### src/ascl_pkg.sv
// Constants, register map and state encoding of the serial configuration loader
package ascl_pkg;

  // ****************************************************************
  // Clock and timing
  // ****************************************************************
  localparam int CLK_PERIOD_NS = 8;
  localparam int POR_STD_MS = 100;
  localparam int POR_FAST_MS = 4;
  localparam int POR_STD_CYCLES = POR_STD_MS * 1000000 / CLK_PERIOD_NS;
  localparam int POR_FAST_CYCLES = POR_FAST_MS * 1000000 / CLK_PERIOD_NS;
  localparam int RESTART_US = 500;
  localparam int RESTART_CYCLES = RESTART_US * 1000 / CLK_PERIOD_NS;
  localparam int REQ_MIN_US = 2;
  localparam int REQ_MIN_CYCLES = (REQ_MIN_US * 1000 + CLK_PERIOD_NS - 1) / CLK_PERIOD_NS;
  localparam int SCLK_PERIOD_NS = 25;
  localparam int SCLK_DIV = (SCLK_PERIOD_NS + CLK_PERIOD_NS - 1) / CLK_PERIOD_NS;
  localparam int INIT_OSC_US = 55;
  localparam int INIT_OSC_CYCLES = INIT_OSC_US * 1000 / CLK_PERIOD_NS;
  localparam int USER_CLK_DELAY_SCLKS = 4;
  localparam int USER_INIT_CYCLES = 8532;

  // ****************************************************************
  // Flash command and scheme codes
  // ****************************************************************
  localparam logic [7:0] READ_CMD = 8'h03;
  localparam int CMD_BITS = 32;
  localparam int WORD_BITS = 32;
  localparam logic [2:0] ACTIVE_SERIAL_SCHEME = 3'h2;
  localparam logic [31:0] DEFAULT_WORDS = 32'h00000100;

  // ****************************************************************
  // Register map
  // ****************************************************************
  localparam logic [7:0] REG_CTRL = 8'h00;
  localparam logic [7:0] REG_WORDS = 8'h04;
  localparam logic [7:0] REG_ADDR = 8'h08;
  localparam logic [7:0] REG_STATUS = 8'h0c;
  localparam logic [7:0] REG_RXCNT = 8'h10;
  localparam int CTRL_AUTO_RESTART = 0;
  localparam int CTRL_USER_CLK = 1;
  localparam int CTRL_INIT_DONE_EN = 2;
  localparam int CTRL_COMPRESSED = 3;
  localparam logic [3:0] CTRL_RESET = 4'h0;
  localparam logic [23:0] ADDR_RESET = 24'h000000;
  localparam int STAT_ERROR = 3;
  localparam int STAT_USER = 4;
  localparam int ZRUN_BITS = 6;

  // ****************************************************************
  // Sequencer states, Gray along the normal path
  // ****************************************************************
  typedef enum logic [2:0] {
    ST_POR = 3'h0,
    ST_RESET = 3'h1,
    ST_CMD = 3'h3,
    ST_DATA = 3'h2,
    ST_WAIT_DONE = 3'h6,
    ST_INIT = 3'h7,
    ST_USER = 3'h5,
    ST_ERROR = 3'h4
  } ascl_state_t;

endpackage : ascl_pkg

### src/ascl_loader.sv
// Active serial configuration loader: sequencer, flash link and APB registers
//
// Added by the designer: the register addresses and the APB interface to the registers.
`timescale 1ns/1ps
module ascl_loader
  import ascl_pkg::*;
#(
  parameter int POR_STD = POR_STD_CYCLES,
  parameter int POR_FAST = POR_FAST_CYCLES,
  parameter int RESTART = RESTART_CYCLES,
  parameter int INIT_OSC = INIT_OSC_CYCLES,
  parameter int USER_INIT = USER_INIT_CYCLES
)
(
  // Clock and reset
  input wire logic i_clock,
  input wire logic i_reset,
  // APB slave
  input wire logic i_psel,
  input wire logic i_penable,
  input wire logic i_pwrite,
  input wire logic [7:0] i_paddr,
  input wire logic [31:0] i_pwdata,
  output logic [31:0] o_prdata,
  output logic o_pready,
  output logic o_pslverr,
  // Straps and control pins
  input wire logic i_por_delay_select,
  input wire logic i_weak_pullup_disable,
  input wire logic [2:0] i_scheme_select,
  input wire logic i_config_request_n,
  input wire logic i_user_startup_clock,
  input wire logic i_chain_enable_in_n,
  output logic o_chain_enable_out_n,
  // Open-drain status lines
  input wire logic i_config_status_n,
  output logic o_config_status_n,
  output logic o_config_status_n_oe,
  input wire logic i_config_complete,
  output logic o_config_complete,
  output logic o_config_complete_oe,
  input wire logic i_init_complete,
  output logic o_init_complete,
  output logic o_init_complete_oe,
  // Flash link
  output logic o_cfg_serial_clock,
  output logic o_cfg_serial_clock_oe,
  output logic o_flash_chip_select_n,
  output logic o_flash_chip_select_n_oe,
  output logic o_cfg_command_out,
  output logic o_cfg_command_out_oe,
  input wire logic i_cfg_serial_data_in,
  // Configuration memory and user I/O control
  output logic [31:0] o_cfg_word,
  output logic o_cfg_word_valid,
  output logic o_user_io_oe,
  output logic o_weak_pullup_en,
  output logic o_user_mode
);

  // ****************************************************************
  // Input synchronisers
  // ****************************************************************
  localparam int NSYNC = 11;
  logic [NSYNC-1:0] sync1;
  logic [NSYNC-1:0] sync2;
  logic por_sel, wpd, req_n, stat_in, done_in, uclk, chain_in_n, din;
  logic [2:0] scheme;

  always_ff @(posedge i_clock or posedge i_reset)
  begin
    if (i_reset)
    begin
      sync1 <= '0;
      sync2 <= '0;
    end
    else
    begin
      sync1 <= {i_por_delay_select, i_weak_pullup_disable, i_config_request_n,
                i_config_status_n, i_config_complete, i_user_startup_clock,
                i_chain_enable_in_n, i_cfg_serial_data_in, i_scheme_select};
      sync2 <= sync1;
    end
  end

  assign {por_sel, wpd, req_n, stat_in, done_in, uclk, chain_in_n, din, scheme} = sync2;

  // ****************************************************************
  // Registers
  // ****************************************************************
  ascl_state_t state;
  logic [3:0] ctrl;
  logic [31:0] words;
  logic [23:0] start_addr;
  logic error_flag;
  logic [31:0] rx_words;
  logic set_error;
  logic wr_en;
  logic rd_ok;

  assign o_pready = 1'b1;
  assign wr_en = i_psel && i_penable && i_pwrite;

  function automatic logic mapped(input logic [7:0] a);
    mapped = (a == REG_CTRL) || (a == REG_WORDS) || (a == REG_ADDR) ||
             (a == REG_STATUS) || (a == REG_RXCNT);
  endfunction : mapped

  assign rd_ok = mapped(i_paddr);
  assign o_pslverr = i_psel && i_penable && !rd_ok;

  always_ff @(posedge i_clock or posedge i_reset)
  begin
    if (i_reset)
    begin
      ctrl <= CTRL_RESET;
      words <= DEFAULT_WORDS;
      start_addr <= ADDR_RESET;
    end
    else if (wr_en)
    begin
      if (i_paddr == REG_CTRL)
        ctrl <= i_pwdata[3:0];
      if (i_paddr == REG_WORDS)
        words <= i_pwdata;
      if (i_paddr == REG_ADDR)
        start_addr <= i_pwdata[23:0];
    end
  end

  // Set wins over a clear in the same cycle
  always_ff @(posedge i_clock or posedge i_reset)
  begin
    if (i_reset)
      error_flag <= 1'b0;
    else if (set_error)
      error_flag <= 1'b1;
    else if (wr_en && i_paddr == REG_STATUS && i_pwdata[STAT_ERROR])
      error_flag <= 1'b0;
  end

  always_comb
  begin
    o_prdata = 32'h00000000;
    case (i_paddr)
      REG_CTRL: o_prdata = {28'h0000000, ctrl};
      REG_WORDS: o_prdata = words;
      REG_ADDR: o_prdata = {8'h00, start_addr};
      REG_STATUS: o_prdata = {27'h0000000, o_user_mode, error_flag, state};
      REG_RXCNT: o_prdata = rx_words;
      default: o_prdata = 32'h00000000;
    endcase
  end

  // ****************************************************************
  // Serial clock divider
  // ****************************************************************
  logic [1:0] div;
  logic fall_en;
  logic div_run;

  // 125 MHz has no exact 40 MHz divide, so the link runs slower, never faster
  assign div_run = (state == ST_CMD) || (state == ST_DATA) || (state == ST_INIT);
  assign fall_en = div_run && (div == 2'(SCLK_DIV / 2 - 1));

  always_ff @(posedge i_clock or posedge i_reset)
  begin
    if (i_reset)
      div <= 2'h0;
    else if (!div_run)
      div <= 2'h0;
    else
      div <= (div == 2'(SCLK_DIV - 1)) ? 2'h0 : div + 2'h1;
  end

  // ****************************************************************
  // Request filter and user clock edge
  // ****************************************************************
  logic [8:0] req_cnt;
  logic req_hold;
  logic uclk_d;
  logic uclk_rise;

  assign req_hold = (req_cnt == 9'(REQ_MIN_CYCLES));
  assign uclk_rise = uclk && !uclk_d;

  always_ff @(posedge i_clock or posedge i_reset)
  begin
    if (i_reset)
      req_cnt <= 9'h000;
    else if (req_n)
      req_cnt <= 9'h000;
    else if (!req_hold)
      req_cnt <= req_cnt + 9'h001;
  end

  always_ff @(posedge i_clock or posedge i_reset)
  begin
    if (i_reset)
      uclk_d <= 1'b0;
    else
      uclk_d <= uclk;
  end

  // ****************************************************************
  // Sequencer
  // ****************************************************************
  logic [31:0] cnt;
  logic [31:0] ushift;
  logic skip;
  logic [4:0] bitpos;
  logic [31:0] cmd_sh;
  logic frame0;
  logic word_done;
  logic parity_bad;
  logic uphase;
  logic start_ok;

  assign word_done = (state == ST_DATA) && fall_en && !skip && (bitpos == 5'h1f);
  assign parity_bad = ^{ushift[30:0], din};
  // Only the active serial master drives the flash; chain input gates start
  assign start_ok = req_n && stat_in && !chain_in_n && (scheme == ACTIVE_SERIAL_SCHEME);
  assign set_error = word_done && parity_bad;

  always_ff @(posedge i_clock or posedge i_reset)
  begin
    if (i_reset)
    begin
      state <= ST_POR;
      cnt <= 32'h00000000;
      skip <= 1'b0;
      bitpos <= 5'h00;
      cmd_sh <= 32'h00000000;
      ushift <= 32'h00000000;
      rx_words <= 32'h00000000;
      frame0 <= 1'b0;
      uphase <= 1'b0;
    end
    else if (state != ST_POR && state != ST_ERROR && (req_hold || !stat_in)
             && !(state == ST_RESET))
    begin
      state <= ST_RESET;
      frame0 <= 1'b0;
    end
    else
    begin
      case (state)
        ST_POR:
        begin
          cnt <= cnt + 32'h00000001;
          if (cnt >= 32'(por_sel ? POR_FAST : POR_STD) - 32'h00000001)
          begin
            state <= ST_RESET;
            cnt <= 32'h00000000;
          end
        end
        ST_RESET:
        begin
          frame0 <= 1'b0;
          rx_words <= 32'h00000000;
          if (start_ok)
          begin
            state <= ST_CMD;
            cmd_sh <= {READ_CMD, start_addr};
            cnt <= 32'h00000000;
          end
        end
        ST_CMD:
        begin
          if (fall_en)
          begin
            cnt <= cnt + 32'h00000001;
            if (cnt != 32'h00000000)
              cmd_sh <= {cmd_sh[30:0], 1'b0};
            if (cnt == 32'(CMD_BITS - 1))
            begin
              state <= ST_DATA;
              skip <= 1'b1;
              bitpos <= 5'h00;
            end
          end
        end
        ST_DATA:
        begin
          if (fall_en)
          begin
            if (skip)
              skip <= 1'b0;
            else
            begin
              ushift <= {ushift[30:0], din};
              bitpos <= bitpos + 5'h01;
            end
          end
          if (word_done)
          begin
            frame0 <= 1'b1;
            rx_words <= rx_words + 32'h00000001;
            if (parity_bad)
            begin
              state <= ST_ERROR;
              cnt <= 32'h00000000;
            end
            else if (rx_words + 32'h00000001 >= words)
              state <= ST_WAIT_DONE;
          end
        end
        ST_WAIT_DONE:
        begin
          if (done_in)
          begin
            state <= ST_INIT;
            cnt <= 32'h00000000;
            uphase <= 1'b0;
          end
        end
        ST_INIT:
        begin
          if (!ctrl[CTRL_USER_CLK])
          begin
            cnt <= cnt + 32'h00000001;
            if (cnt >= 32'(INIT_OSC) - 32'h00000001)
              state <= ST_USER;
          end
          else if (!uphase)
          begin
            if (fall_en)
              cnt <= cnt + 32'h00000001;
            if (fall_en && cnt == 32'(USER_CLK_DELAY_SCLKS - 1))
            begin
              uphase <= 1'b1;
              cnt <= 32'h00000000;
            end
          end
          else if (uclk_rise)
          begin
            cnt <= cnt + 32'h00000001;
            if (cnt == 32'(USER_INIT) - 32'h00000001)
              state <= ST_USER;
          end
        end
        ST_USER:
          state <= ST_USER;
        ST_ERROR:
        begin
          cnt <= cnt + 32'h00000001;
          // A held request restarts even while the auto-restart timer runs
          if (req_hold)
            state <= ST_RESET;
          else if (ctrl[CTRL_AUTO_RESTART] && cnt >= 32'(RESTART) - 32'h00000001)
            state <= ST_RESET;
        end
        default:
          state <= ST_POR;
      endcase
    end
  end

  // ****************************************************************
  // Configuration memory load with zero-run expansion
  // ****************************************************************
  logic [ZRUN_BITS-1:0] zrun;
  logic load_word;

  assign load_word = word_done && !parity_bad;

  // A run marker expands to zero words; runs stay shorter than one word time
  always_ff @(posedge i_clock or posedge i_reset)
  begin
    if (i_reset)
    begin
      zrun <= '0;
      o_cfg_word <= 32'h00000000;
      o_cfg_word_valid <= 1'b0;
    end
    else if (load_word && ctrl[CTRL_COMPRESSED] && ushift[30])
    begin
      zrun <= {ushift[ZRUN_BITS-2:0], din};
      o_cfg_word_valid <= 1'b0;
    end
    else if (load_word)
    begin
      o_cfg_word <= {ushift[30:0], din};
      o_cfg_word_valid <= 1'b1;
    end
    else if (zrun != '0)
    begin
      zrun <= zrun - {{(ZRUN_BITS-1){1'b0}}, 1'b1};
      o_cfg_word <= 32'h00000000;
      o_cfg_word_valid <= 1'b1;
    end
    else
      o_cfg_word_valid <= 1'b0;
  end

  // ****************************************************************
  // Pin drive
  // ****************************************************************
  logic link_on;

  assign link_on = (state == ST_CMD) || (state == ST_DATA);

  always_ff @(posedge i_clock or posedge i_reset)
  begin
    if (i_reset)
    begin
      o_config_status_n_oe <= 1'b1;
      o_config_complete_oe <= 1'b1;
      o_init_complete_oe <= 1'b0;
      o_cfg_serial_clock <= 1'b1;
      o_cfg_serial_clock_oe <= 1'b0;
      o_flash_chip_select_n <= 1'b1;
      o_flash_chip_select_n_oe <= 1'b0;
      o_cfg_command_out <= 1'b1;
      o_cfg_command_out_oe <= 1'b0;
      o_chain_enable_out_n <= 1'b1;
      o_user_io_oe <= 1'b0;
      o_weak_pullup_en <= 1'b0;
      o_user_mode <= 1'b0;
    end
    else
    begin
      o_config_status_n_oe <= (state == ST_POR) || (state == ST_ERROR) ||
                              (state == ST_RESET && !req_n);
      o_config_complete_oe <= (state != ST_WAIT_DONE) && (state != ST_INIT) &&
                              (state != ST_USER);
      o_init_complete_oe <= ctrl[CTRL_INIT_DONE_EN] && frame0 &&
                            (state != ST_USER) && (state != ST_RESET);
      o_cfg_serial_clock <= link_on ? (div >= 2'(SCLK_DIV / 2) ? 1'b0 : 1'b1) : 1'b1;
      o_cfg_serial_clock_oe <= link_on;
      o_flash_chip_select_n <= !link_on;
      o_flash_chip_select_n_oe <= link_on || (state == ST_ERROR);
      // Last command bit must stand until the flash samples it on the next rise
      o_cfg_command_out <= ((state == ST_CMD) || (state == ST_DATA && skip)) ? cmd_sh[31] :
                           1'b1;
      o_cfg_command_out_oe <= link_on;
      o_chain_enable_out_n <= !((state == ST_WAIT_DONE) || (state == ST_INIT) ||
                                (state == ST_USER));
      o_user_io_oe <= (state == ST_USER);
      o_weak_pullup_en <= !wpd && (state != ST_POR) && (state != ST_USER);
      o_user_mode <= (state == ST_USER);
    end
  end

  assign o_config_status_n = 1'b0;
  assign o_config_complete = 1'b0;
  assign o_init_complete = 1'b0;

  // Age of the current error stay; the time-out is too long for a delay range
  logic [16:0] err_age;

  always_ff @(posedge i_clock or posedge i_reset)
  begin
    if (i_reset)
      err_age <= 17'h00000;
    else if (state == ST_ERROR)
      err_age <= err_age + 17'h00001;
    else
      err_age <= 17'h00000;
  end
endmodule : ascl_loader

### config.mk
export PLATFORM = sky130hd
export DESIGN_NAME = ascl_loader
export DESIGN_NICKNAME = d
export VERILOG_FILES = /design/src/ascl_pkg.sv /design/src/ascl_loader.sv
export SDC_FILE = /design/constraint.sdc
export NUM_CORES = 1
export LEC_CHECK = 0
export ABC_AREA = 1
export BUFFER_PORTS_ARGS = -buffer_cell sky130_fd_sc_hd__buf_2
export CAP_MARGIN = 15
export CELL_PAD_IN_SITES_DETAIL_PLACEMENT = 1
export CELL_PAD_IN_SITES_GLOBAL_PLACEMENT = 1
export CORE_ASPECT_RATIO = 1.1
export CORE_MARGIN = 10
export CORE_UTILIZATION = 45
export DETAILED_ROUTE_END_ITERATION = 16
export GPL_ROUTABILITY_DRIVEN = 0
export PLACE_DENSITY = 0.84
export SLEW_MARGIN = 20
export SYNTH_ARGS = -nofsm -noshare
export SYNTH_HDL_FRONTEND = slang
export SYNTH_SLANG_ARGS = --single-unit
### constraint.sdc
create_clock -name i_clock -period 10.7 [get_ports i_clock]
set_clock_uncertainty 0.1 [all_clocks]
set_input_delay 2.14 -clock i_clock [delete_from_list [all_inputs] [get_ports i_clock]]
set_output_delay 2.14 -clock i_clock [all_outputs]
set_load 0.02 [all_outputs]
==> report_table.html, run 1 <==
<table>
<tr><th>Metric</th><th>Value</th></tr>
<tr><th colspan="2">GRT</th></tr>
<tr><td>Top Usage Layer GRT</td><td>met2</td></tr>
<tr><td>Met1 Use GR</td><td>29.29%</td></tr>
<tr><td>Met3 track demand over resource</td><td>4.232%</td></tr>
<tr><td>GRT Total Usage</td><td>around a quarter</td></tr>
<tr><td>Number of global-route vias before repair</td><td>17.46k</td></tr>
<tr><td>Pin count of the biggest net entering global routing</td><td>179</td></tr>
<tr><td>Antenna violations before repair</td><td>1</td></tr>
<tr><td>GRT met2 Usage</td><td>42.80%</td></tr>
<tr><td>Leftover overflow at the end of global routing</td><td>0</td></tr>
<tr><td>Global-route wire length before repair</td><td>90740 um</td></tr>
<tr><th colspan="2">Worst setup path</th></tr>
<tr><td>Critical Path Start Type</td><td>input port</td></tr>
<tr><td>Critical Path Slowest Stage Cell</td><td>nor4_2</td></tr>
<tr><td>Maximum fanout along the worst path</td><td>7</td></tr>
<tr><td>Top delay family on crit path</td><td>simple AND/OR/NAND/NOR gates</td></tr>
<tr><td>Worst path arrival time</td><td>4.48 ns</td></tr>
<tr><td>Setup CP Type</td><td>in2out</td></tr>
<tr><td>Peak per-stage delay on the critical path</td><td>0.51 ns</td></tr>
<tr><td>Setup crit end kind</td><td>primary output</td></tr>
<tr><td>Cell depth of the worst setup path</td><td>9</td></tr>
<tr><td>Buffering stage count on the worst path with inverters included</td><td>5</td></tr>
<tr><td>Worst reg2reg path depth</td><td>20</td></tr>
<tr><td>Required arrival time at the worst endpoint</td><td>~8.5 ns</td></tr>
<tr><td>R2R Setup Slk</td><td>approximately 6.7 ns</td></tr>
<tr><td>Library cell appearing most often on the critical path</td><td>inv_1</td></tr>
<tr><td>List of cells traversed by the critical path</td><td>buf_2, nor3_1, inv_1, nor2_1, inv_1, nor4_2, inv_1, o21ai_0, buf_2</td></tr>
<tr><th colspan="2">Clock network</th></tr>
<tr><td>Number of H-tree branching levels</td><td>2</td></tr>
<tr><td>Clock slew at reported path FFs</td><td>0.06 ns</td></tr>
<tr><td>Post-CTS setup buffer count</td><td>0</td></tr>
<tr><td>Root buffer selected by CTS</td><td>clkbuf_16</td></tr>
<tr><td>Total clock buffers created by CTS</td><td>34</td></tr>
<tr><td>Clock tree sinks</td><td>around 280</td></tr>
<tr><td>CTS tree</td><td>yes</td></tr>
<tr><td>Clock latency reported for the late side of the worst-skew pair</td><td>0.54 ns</td></tr>
<tr><td>Post-cts resize count</td><td>0</td></tr>
<tr><td>Post-CTS Hold Buffers</td><td>0</td></tr>
<tr><td>CTS max path bufs</td><td>3</td></tr>
<tr><th colspan="2">Die</th></tr>
<tr><td>Number of rows in the core area</td><td>74</td></tr>
<tr><td>Die outline area</td><td>45600 um2</td></tr>
<tr><td>Height of the die</td><td>between 200 and 250 um</td></tr>
<tr><td>Starting utilization of the core area</td><td>45.50%</td></tr>
<tr><td>Die width</td><td>about 200 um</td></tr>
<tr><td>Standard cell core area</td><td>37040 um2</td></tr>
<tr><td>I/O pins</td><td>140</td></tr>
<tr><th colspan="2">Power</th></tr>
<tr><td>Max VDD drop</td><td>96.59 uV</td></tr>
<tr><td>Switching pwr</td><td>0.0005424 W</td></tr>
<tr><td>Fraction of power spent switching nets</td><td>between 20% and 30%</td></tr>
<tr><td>Power share of the clock group</td><td>52.0%</td></tr>
<tr><td>Sequential share of power</td><td>45.3%</td></tr>
<tr><td>Fraction of power consumed by combinational cells</td><td>2.7%</td></tr>
<tr><td>Total power divided by cell area</td><td>126.1 nW/um2</td></tr>
<tr><td>Internal power summed over all cells</td><td>around 0.0018 W</td></tr>
<tr><td>Leakage power summed over all cells</td><td>9.565 nW</td></tr>
<tr><th colspan="2">Route</th></tr>
<tr><td>DR iter-0 viols</td><td>962</td></tr>
<tr><td>Count of unresolved DRC violations after routing</td><td>0</td></tr>
<tr><td>Ratio of routed vias to standard cells</td><td>5.541</td></tr>
<tr><td>Wire per inst</td><td>19.12 um</td></tr>
<tr><td>Detailed-router iteration count before antenna repair</td><td>5</td></tr>
<tr><td>Number of routed nets with antenna violations</td><td>0</td></tr>
<tr><td>Total vias in the final route</td><td>between 15k and 20k</td></tr>
<tr><td>Total wirelength of the detailed-routed design</td><td>~56000 um</td></tr>
<tr><th colspan="2">Layout</th></tr>
<tr><td>Synth-to-Final Area Change</td><td>12.38%</td></tr>
<tr><td>Storage cell area</td><td>roughly 7000 um2</td></tr>
<tr><td>Total Nets Final</td><td>2507</td></tr>
<tr><td>Area occupied by multi-input gates</td><td>8208 um2</td></tr>
<tr><td>Ratio of cells with drive above 1 in the final layout</td><td>11.23%</td></tr>
<tr><td>N_diodes</td><td>0</td></tr>
<tr><td># fillers</td><td>~4.8k</td></tr>
<tr><th colspan="2">Timing</th></tr>
<tr><td>Setup-violating endpoint count in the final report</td><td>0</td></tr>
<tr><td>Final clock period utilization by the worst path</td><td>between 60% and 70%</td></tr>
<tr><td>Slew @ Worst Pin</td><td>1.046 ns</td></tr>
<tr><td>Normalized max-slew margin</td><td>29.98%</td></tr>
<tr><td>Setup repair after global routing missed its margin</td><td>no</td></tr>
<tr><td>Fin. max-slew vios</td><td>0</td></tr>
<tr><td>Least setup slack across all paths after layout</td><td>3.982 ns</td></tr>
<tr><td>Tmin final</td><td>6.718 ns</td></tr>
<tr><td>Achievable Freq</td><td>148.8 MHz</td></tr>
<tr><td>Number of hold-slack violations in the final timing report</td><td>0</td></tr>
<tr><td>Accumulated negative setup slack</td><td>0 ns</td></tr>
<tr><th colspan="2">Synthesis</th></tr>
<tr><td>Share of synthesized area occupied by flip-flops and latches</td><td>41.92%</td></tr>
<tr><td>Count of warnings emitted by yosys</td><td>0</td></tr>
<tr><td>Synth Area per Inst</td><td>7.308 um2</td></tr>
<tr><td>Post-synthesis instance area</td><td>16850 um2</td></tr>
<tr><td>Unique cell type count in the Yosys netlist</td><td>57</td></tr>
<tr><td>Yosys reg bits</td><td>about 280</td></tr>
<tr><td>Gate Count Post-Synth</td><td>2306</td></tr>
<tr><th colspan="2">Run</th></tr>
<tr><td>Max Cap Viol</td><td>0</td></tr>
<tr><th colspan="2">Place</th></tr>
<tr><td>Setup Slack @ Placement</td><td>4.081 ns</td></tr>
<tr><td>Sum of net half-perimeters after detailed placement</td><td>~40000 um</td></tr>
<tr><td>Number of port buffers</td><td>~130</td></tr>
<tr><th colspan="2">Worst hold path</th></tr>
<tr><td>Hold Crit Depth</td><td>0</td></tr>
<tr><td>Type of the tightest min-delay check</td><td>reg2reg</td></tr>
<tr><th colspan="2">Run status</th></tr>
<tr><td>Status</td><td>finished clean</td></tr>
</table>
-- per-layer routing --
metal	vias up	routed length, um	share of wire (%)
met1	8061	23390	42
met4	2	1737	3.1
li1	7614	-	-
met2	366	27970	50
met5	-	7	0.013
met3	121	2652	4.8
-- layout by cell type, fill, tap and decap left out, types with 5 or more instances in the layout --
master / netlist / routed
bufinv_16: 0 / 5
buf_2: 35 / 134
clkbuf_1: 28 / 8
nor4_1: 11 / 11
buf_4: 14 / 6
nand4_1: 40 / 40
nor2_2: 7 / 7
nor2_1: 163 / 163
nand3_1: 135 / 135
inv_1: 280 / 279
o22ai_1: 37 / 37
o21ai_1: 33 / 33
dfrtp_1: 276 / 276
xor2_1: 43 / 43
o21ai_0: 145 / 145
dfstp_2: 6 / 6
a31oi_1: 24 / 24
inv_2: 13 / 13
or2_2: 6 / 6
nor3_1: 36 / 36
xnor2_1: 8 / 8
nand3_2: 8 / 8
nand2_1: 759 / 757
clkinv_2: 0 / 7
mux2_2: 8 / 8
o221ai_1: 21 / 21
nand2_2: 4 / 5
nor2_4: 6 / 6
a21oi_1: 47 / 47
ha_1: 53 / 53
clkbuf_16: 0 / 35
-- cell families (layout without fill, tap and decap cells) --
| group | after synthesis | in the layout | synth area share (%) |
|---|---|---|---|
| buffers and inverters | 385 | 500 | 9.533 |
| adders and majority gates | 53 | 53 | 3.935 |
| xor gates and xnor gates | 51 | 51 | 2.651 |
| and+or+nand+nor | 1195 | 1195 | 30.16 |
| other | 2 | 4 | 0.04456 |
| DFF | 282 | 282 | 41.92 |
| muxes | 8 | 8 | 0.5346 |
| AOI/OAI and AO/OA | 330 | 330 | 11.23 |
-- through the flow --
stage                     utilization [%]  total power (W)  cells  hold slack, ns  instance area, um2
after floorplan                         -         0.001138   2308          0.2312               16860
after global placement              47.89         0.001163   2855          0.2342               17740
after detailed placement            47.89         0.001167   2855          0.2362               17740
after CTS                           51.09         0.002410   2917          0.2492               18920
after global routing                51.14         0.002465   2917          0.2556               18940
final                               51.14         0.002389   2917          0.2465               18940
-- synth_stat cells (all sizes together) --
cell type	n	area (um2)
or2	10	62.56
nor2	177	743.2
dfrtp	276	6907
inv	295	1112
and3	1	6.260
buf	60	381.6
o211ai	2	15.01
a211oi	1	7.510
conb	2	7.510
nand4	42	275.3
xor2	43	376.6
dfstp	6	157.7
clkbuf	28	105.1
a22oi	3	22.52
a21o	1	7.510
nor3b	3	22.52
o21a	4	30.03
ha	53	663.1
a311oi	1	8.760
a221oi	2	17.52
nand3b	3	22.52
xnor2	8	70.07
mux2	8	90.09
o221ai	21	183.9
a21oi	47	235.2
nand2	765	2897
o21ai	181	924.7
nor4	12	81.33
o22ai	39	256.5
o31ai	1	7.510
a21boi	1	7.510
a31oi	24	150.1
nor3	39	216.5
clkinv	2	7.510
o32ai	2	17.52
nand3	143	755.7
-- layout make-up --
| type | instances | area share (%) |
|---|---|---|
| clock inverter | 15 | 1.189 |
| timing repair buffer | 141 | 3.885 |
| clock buffer | 47 | 5.074 |
| sequential | 282 | 37.30 |
| tap | 494 | 3.264 |
| inverter | 297 | 5.952 |
| multi-input combinational | 1641 | 43.34 |
-- path summary, 6_finish.rpt --
path | endpoint | startpoint
setup / recovery | o_prdata[4] | i_paddr[5]
hold / removal | sync2[3] | sync1[3]
setup reg to reg | state[0] | rx_words[0]
hold reg to reg | sync2[3] | sync1[3]
max in group asynchronous | o_weak_pullup_en | i_reset
min in group asynchronous | start_addr[10] | i_reset
-- registers in the layout, summed over array words and instances, names as in the netlist, 11 cells and up --
name,count
cmd_sh,32
cnt,32
o_cfg_word,32
rx_words,32
start_addr,24
sync1,11
sync2,11
ushift,31
words,32
-- power by group through the flow --
stage | Combinational (W) | Clock [W] | Sequential (W)
after floorplan | 0.0000389 | 0 | 0.00110
after global placement | 0.0000624 | 0 | 0.00110
after detailed placement | 0.0000652 | 0 | 0.00110
after CTS | 0.0000661 | 0.00126 | 0.00108
after global routing | 0.0000739 | 0.00131 | 0.00108
final | 0.0000647 | 0.00124 | 0.00108
(Power assumes the default switching activity.)
==> inputs of run 2 (changes only) <==
clock period = 6.8 ns   (was 10.7 ns; I/O delays follow)
==> run 2 against run 1 <==
Effect of this change: global-route usage down 0.69 points; hold slack better by 0.0023 ns; die area is the same; setup slack worse by 2.3 ns; combinational power rose by 59%; final cell count fell by 0.10%; register-to-register slack got worse by 4.0 ns; critical path type unchanged.
==> report_table.html, run 2 (same netlist as run 1, synthesis figures left out) <==
<table>
<tr><th>Metric</th><th>Value</th></tr>
<tr><th colspan="2">Timing</th></tr>
<tr><td>Normalized max-slew margin</td><td>29.89% (-0.096 points)</td></tr>
<tr><td>Number of hold-slack violations in the final timing report</td><td>0 (unchanged)</td></tr>
<tr><td>Accumulated negative setup slack</td><td>0 ns (unchanged)</td></tr>
<tr><td>Setup repair after global routing missed its margin</td><td>no</td></tr>
<tr><td>Achievable Freq</td><td>193.8 MHz</td></tr>
<tr><td>Least setup slack across all paths after layout</td><td>1.640 ns (-2.342 ns)</td></tr>
<tr><td>Tmin final</td><td>5.160 ns</td></tr>
<tr><td>Worst hold slack across all endpoints</td><td>0.2487 ns (+0.002256 ns)</td></tr>
<tr><td>Final clock period utilization by the worst path</td><td>around 76%</td></tr>
<tr><td>Setup-violating endpoint count in the final report</td><td>0 (unchanged)</td></tr>
<tr><td>Slew @ Worst Pin</td><td>1.048 ns (+0.001439 ns)</td></tr>
<tr><td>Fin. max-slew vios</td><td>0 (unchanged)</td></tr>
<tr><th colspan="2">Clock network</th></tr>
<tr><td>Post-cts resize count</td><td>0 (unchanged)</td></tr>
<tr><td>Clock slew at reported path FFs</td><td>0.06 ns (about the same)</td></tr>
<tr><td>Root buffer selected by CTS</td><td>clkbuf_16</td></tr>
<tr><td>Total clock buffers created by CTS</td><td>31 (-8.8%)</td></tr>
<tr><td>Post-CTS Hold Buffers</td><td>0 (unchanged)</td></tr>
<tr><td>Post-CTS setup buffer count</td><td>0 (unchanged)</td></tr>
<tr><td>Number of H-tree branching levels</td><td>1 (-1)</td></tr>
<tr><td>Clock latency reported for the late side of the worst-skew pair</td><td>0.59 ns (+0.05 ns)</td></tr>
<tr><td>Clock tree sinks</td><td>282 (unchanged)</td></tr>
<tr><td>CTS tree</td><td>yes</td></tr>
<tr><td>CTS max path bufs</td><td>3 (unchanged)</td></tr>
<tr><th colspan="2">Worst setup path</th></tr>
<tr><td>Launch instance of the worst register-to-register path</td><td>rx_words[0]</td></tr>
<tr><td>Maximum fanout along the worst path</td><td>7 (unchanged)</td></tr>
<tr><td>Setup CP Type</td><td>in2out</td></tr>
<tr><td>Setup crit end kind</td><td>primary output</td></tr>
<tr><td>End of the worst register-to-register path</td><td>state[0]</td></tr>
<tr><td>Worst path arrival time</td><td>3.70 ns (-0.78 ns)</td></tr>
<tr><td>R2R Setup Slk</td><td>2.67 ns (-4.00 ns)</td></tr>
<tr><td>Required arrival time at the worst endpoint</td><td>5.34 ns (-3.12 ns)</td></tr>
<tr><td>Critical Path Start Type</td><td>input port</td></tr>
<tr><td>Worst reg2reg path depth</td><td>21 (+5.0%)</td></tr>
<tr><th colspan="2">Power</th></tr>
<tr><td>Sequential share of power</td><td>44.5% (-0.8 points)</td></tr>
<tr><td>Leakage power summed over all cells</td><td>9.577 nW (+0.13%)</td></tr>
<tr><td>Fraction of power spent switching nets</td><td>21.86% (-0.85 points)</td></tr>
<tr><td>Internal power summed over all cells</td><td>0.002992 W (+62%)</td></tr>
<tr><td>Power share of the clock group</td><td>52.8% (+0.8 points)</td></tr>
<tr><td>Total power divided by cell area</td><td>201.8 nW/um2 (+60%)</td></tr>
<tr><td>Fraction of power consumed by combinational cells</td><td>2.7% (about the same)</td></tr>
<tr><td>Switching pwr</td><td>0.0008369 W (+54%)</td></tr>
<tr><td>Max VDD drop</td><td>167.9 uV (+74%)</td></tr>
<tr><th colspan="2">Worst hold path</th></tr>
<tr><td>Hold Crit Depth</td><td>0 (unchanged)</td></tr>
<tr><td>Hold path startpoint</td><td>sync1[4]</td></tr>
<tr><td>Min-Delay Endpoint</td><td>sync2[4]</td></tr>
<tr><td>Type of the tightest min-delay check</td><td>reg2reg</td></tr>
<tr><th colspan="2">GRT</th></tr>
<tr><td>Antenna violations before repair</td><td>1 (unchanged)</td></tr>
<tr><td>Number of global-route vias before repair</td><td>16.94k (-3.0%)</td></tr>
<tr><td>Pin count of the biggest net entering global routing</td><td>160 (-11%)</td></tr>
<tr><td>GRT Total Usage</td><td>23.66% (-0.69 points)</td></tr>
<tr><td>Leftover overflow at the end of global routing</td><td>0 (unchanged)</td></tr>
<tr><td>Global-route wire length before repair</td><td>88890 um (-2.0%)</td></tr>
<tr><th colspan="2">Die</th></tr>
<tr><td>Die outline area</td><td>45600 um2 (unchanged)</td></tr>
<tr><td>I/O pins</td><td>140 (unchanged)</td></tr>
<tr><td>Height of the die</td><td>223.0 um (unchanged)</td></tr>
<tr><td>Die width</td><td>204.5 um (unchanged)</td></tr>
<tr><td>Number of rows in the core area</td><td>74 (unchanged)</td></tr>
<tr><td>Starting utilization of the core area</td><td>45.50% (unchanged)</td></tr>
<tr><td>Standard cell core area</td><td>37040 um2 (unchanged)</td></tr>
<tr><th colspan="2">Layout</th></tr>
<tr><td>Top library cells by usage in the layout, fill and taps aside</td><td>nand2_1 (757), inv_1 (279), dfrtp_1 (276)</td></tr>
<tr><td>Synth-to-Final Area Change</td><td>12.61%</td></tr>
<tr><td>Ratio of cells with drive above 1 in the final layout</td><td>11.36% (+0.14 points)</td></tr>
<tr><td>Post-route insts no fill</td><td>2914 (-0.10%)</td></tr>
<tr><td>Most frequent standard cell in the layout excluding fill and tap cells</td><td>nand2_1</td></tr>
<tr><td>N_diodes</td><td>0 (unchanged)</td></tr>
<tr><td>Final design utilization</td><td>51.24% (+0.10 points)</td></tr>
<tr><td>Total Nets Final</td><td>2506 (-0.040%)</td></tr>
<tr><th colspan="2">Route</th></tr>
<tr><td>Ratio of routed vias to standard cells</td><td>5.511 (-0.55%)</td></tr>
<tr><td>Detailed-router iteration count before antenna repair</td><td>5 (unchanged)</td></tr>
<tr><td>Number of routed nets with antenna violations</td><td>0 (unchanged)</td></tr>
<tr><td>Wire per inst</td><td>18.81 um (-1.6%)</td></tr>
<tr><td>Total wirelength of the detailed-routed design</td><td>54800 um (-1.7%)</td></tr>
<tr><td>DR iter-0 viols</td><td>1028 (+6.9%)</td></tr>
<tr><td>Total vias in the final route</td><td>16.06k (-0.65%)</td></tr>
<tr><td>Count of unresolved DRC violations after routing</td><td>0 (unchanged)</td></tr>
<tr><th colspan="2">Place</th></tr>
<tr><td>Sum of net half-perimeters after detailed placement</td><td>39860 um (-0.53%)</td></tr>
<tr><td>Number of port buffers</td><td>134 (unchanged)</td></tr>
<tr><td>Setup Slack @ Placement</td><td>1.780 ns (-2.301 ns)</td></tr>
<tr><td>Placed instance count</td><td>2857 (+0.070%)</td></tr>
<tr><th colspan="2">Run status</th></tr>
<tr><td>Status</td><td>finished clean</td></tr>
<tr><th colspan="2">Run</th></tr>
<tr><td>Max Cap Viol</td><td>0 (unchanged)</td></tr>
</table>
run 2: how the worst max path moves through the flow:
stage | from | endpoint | slack (ns) | cells after the start
after floorplan | i_reset | bitpos[0] | 1.61 | 1
final | i_paddr[5] | o_prdata[4] | 1.64 | 9
after global placement | i_paddr[5] | o_prdata[4] | 1.83 | 9
after detailed placement | i_paddr[5] | o_prdata[4] | 1.78 | 9
after global routing | i_paddr[5] | o_prdata[4] | 1.54 | 9
after CTS | i_paddr[5] | o_prdata[4] | 1.72 | 9
run 2: metrics by stage:
| stage | power (W) | cell area [um2] |
|---|---|---|
| 2_1_floorplan | 0.001791 | 16860 |
| 3_3_place_gp | 0.001832 | 17750 |
| 3_5_place_dp | 0.001838 | 17750 |
| 4_1_cts | 0.003862 | 18960 |
| 5_1_grt | 0.003950 | 18980 |
| 6_report | 0.003829 | 18980 |
run 2: layer usage:
| metal | global-route usage [%] | part of all wire [%] | wire length (um) |
|---|---|---|---|
| met5 | 0 | 0.013 | 7 |
| met4 | 8.009 | 2.9 | 1588 |
| met3 | 3.972 | 5.3 | 2920 |
| met2 | 41.08 | 50 | 27390 |
| met1 | 29.03 | 42 | 22900 |
run 2: power groups by stage:
stage          Clock, W  Combinational (W)  Sequential [W]
3_3_place_gp          0          0.0000990         0.00173
4_1_cts         0.00205           0.000105         0.00170
2_1_floorplan         0          0.0000614         0.00173
6_report        0.00202           0.000103         0.00170
3_5_place_dp          0           0.000105         0.00173
5_1_grt         0.00213           0.000118         0.00170
run 2: cell type report:
class | count | area, um2
clock buffer | 35 | 810.8
clock inverter | 22 | 401.6
fill | 4778 | 18060
inverter | 297 | 1124
multi-input combinational | 1641 | 8208
sequential | 282 | 7064
tap | 494 | 618.1
timing repair buffer | 143 | 750.7
run 2: worst max-delay path, cell delays in order:
cell     delay (ns)
buf_2          0.10
nor3_1         0.18
inv_1          0.08
nor2_1         0.26
inv_1          0.14
nor4_2         0.52
inv_1          0.36
o21ai_0        0.45
buf_2          0.25
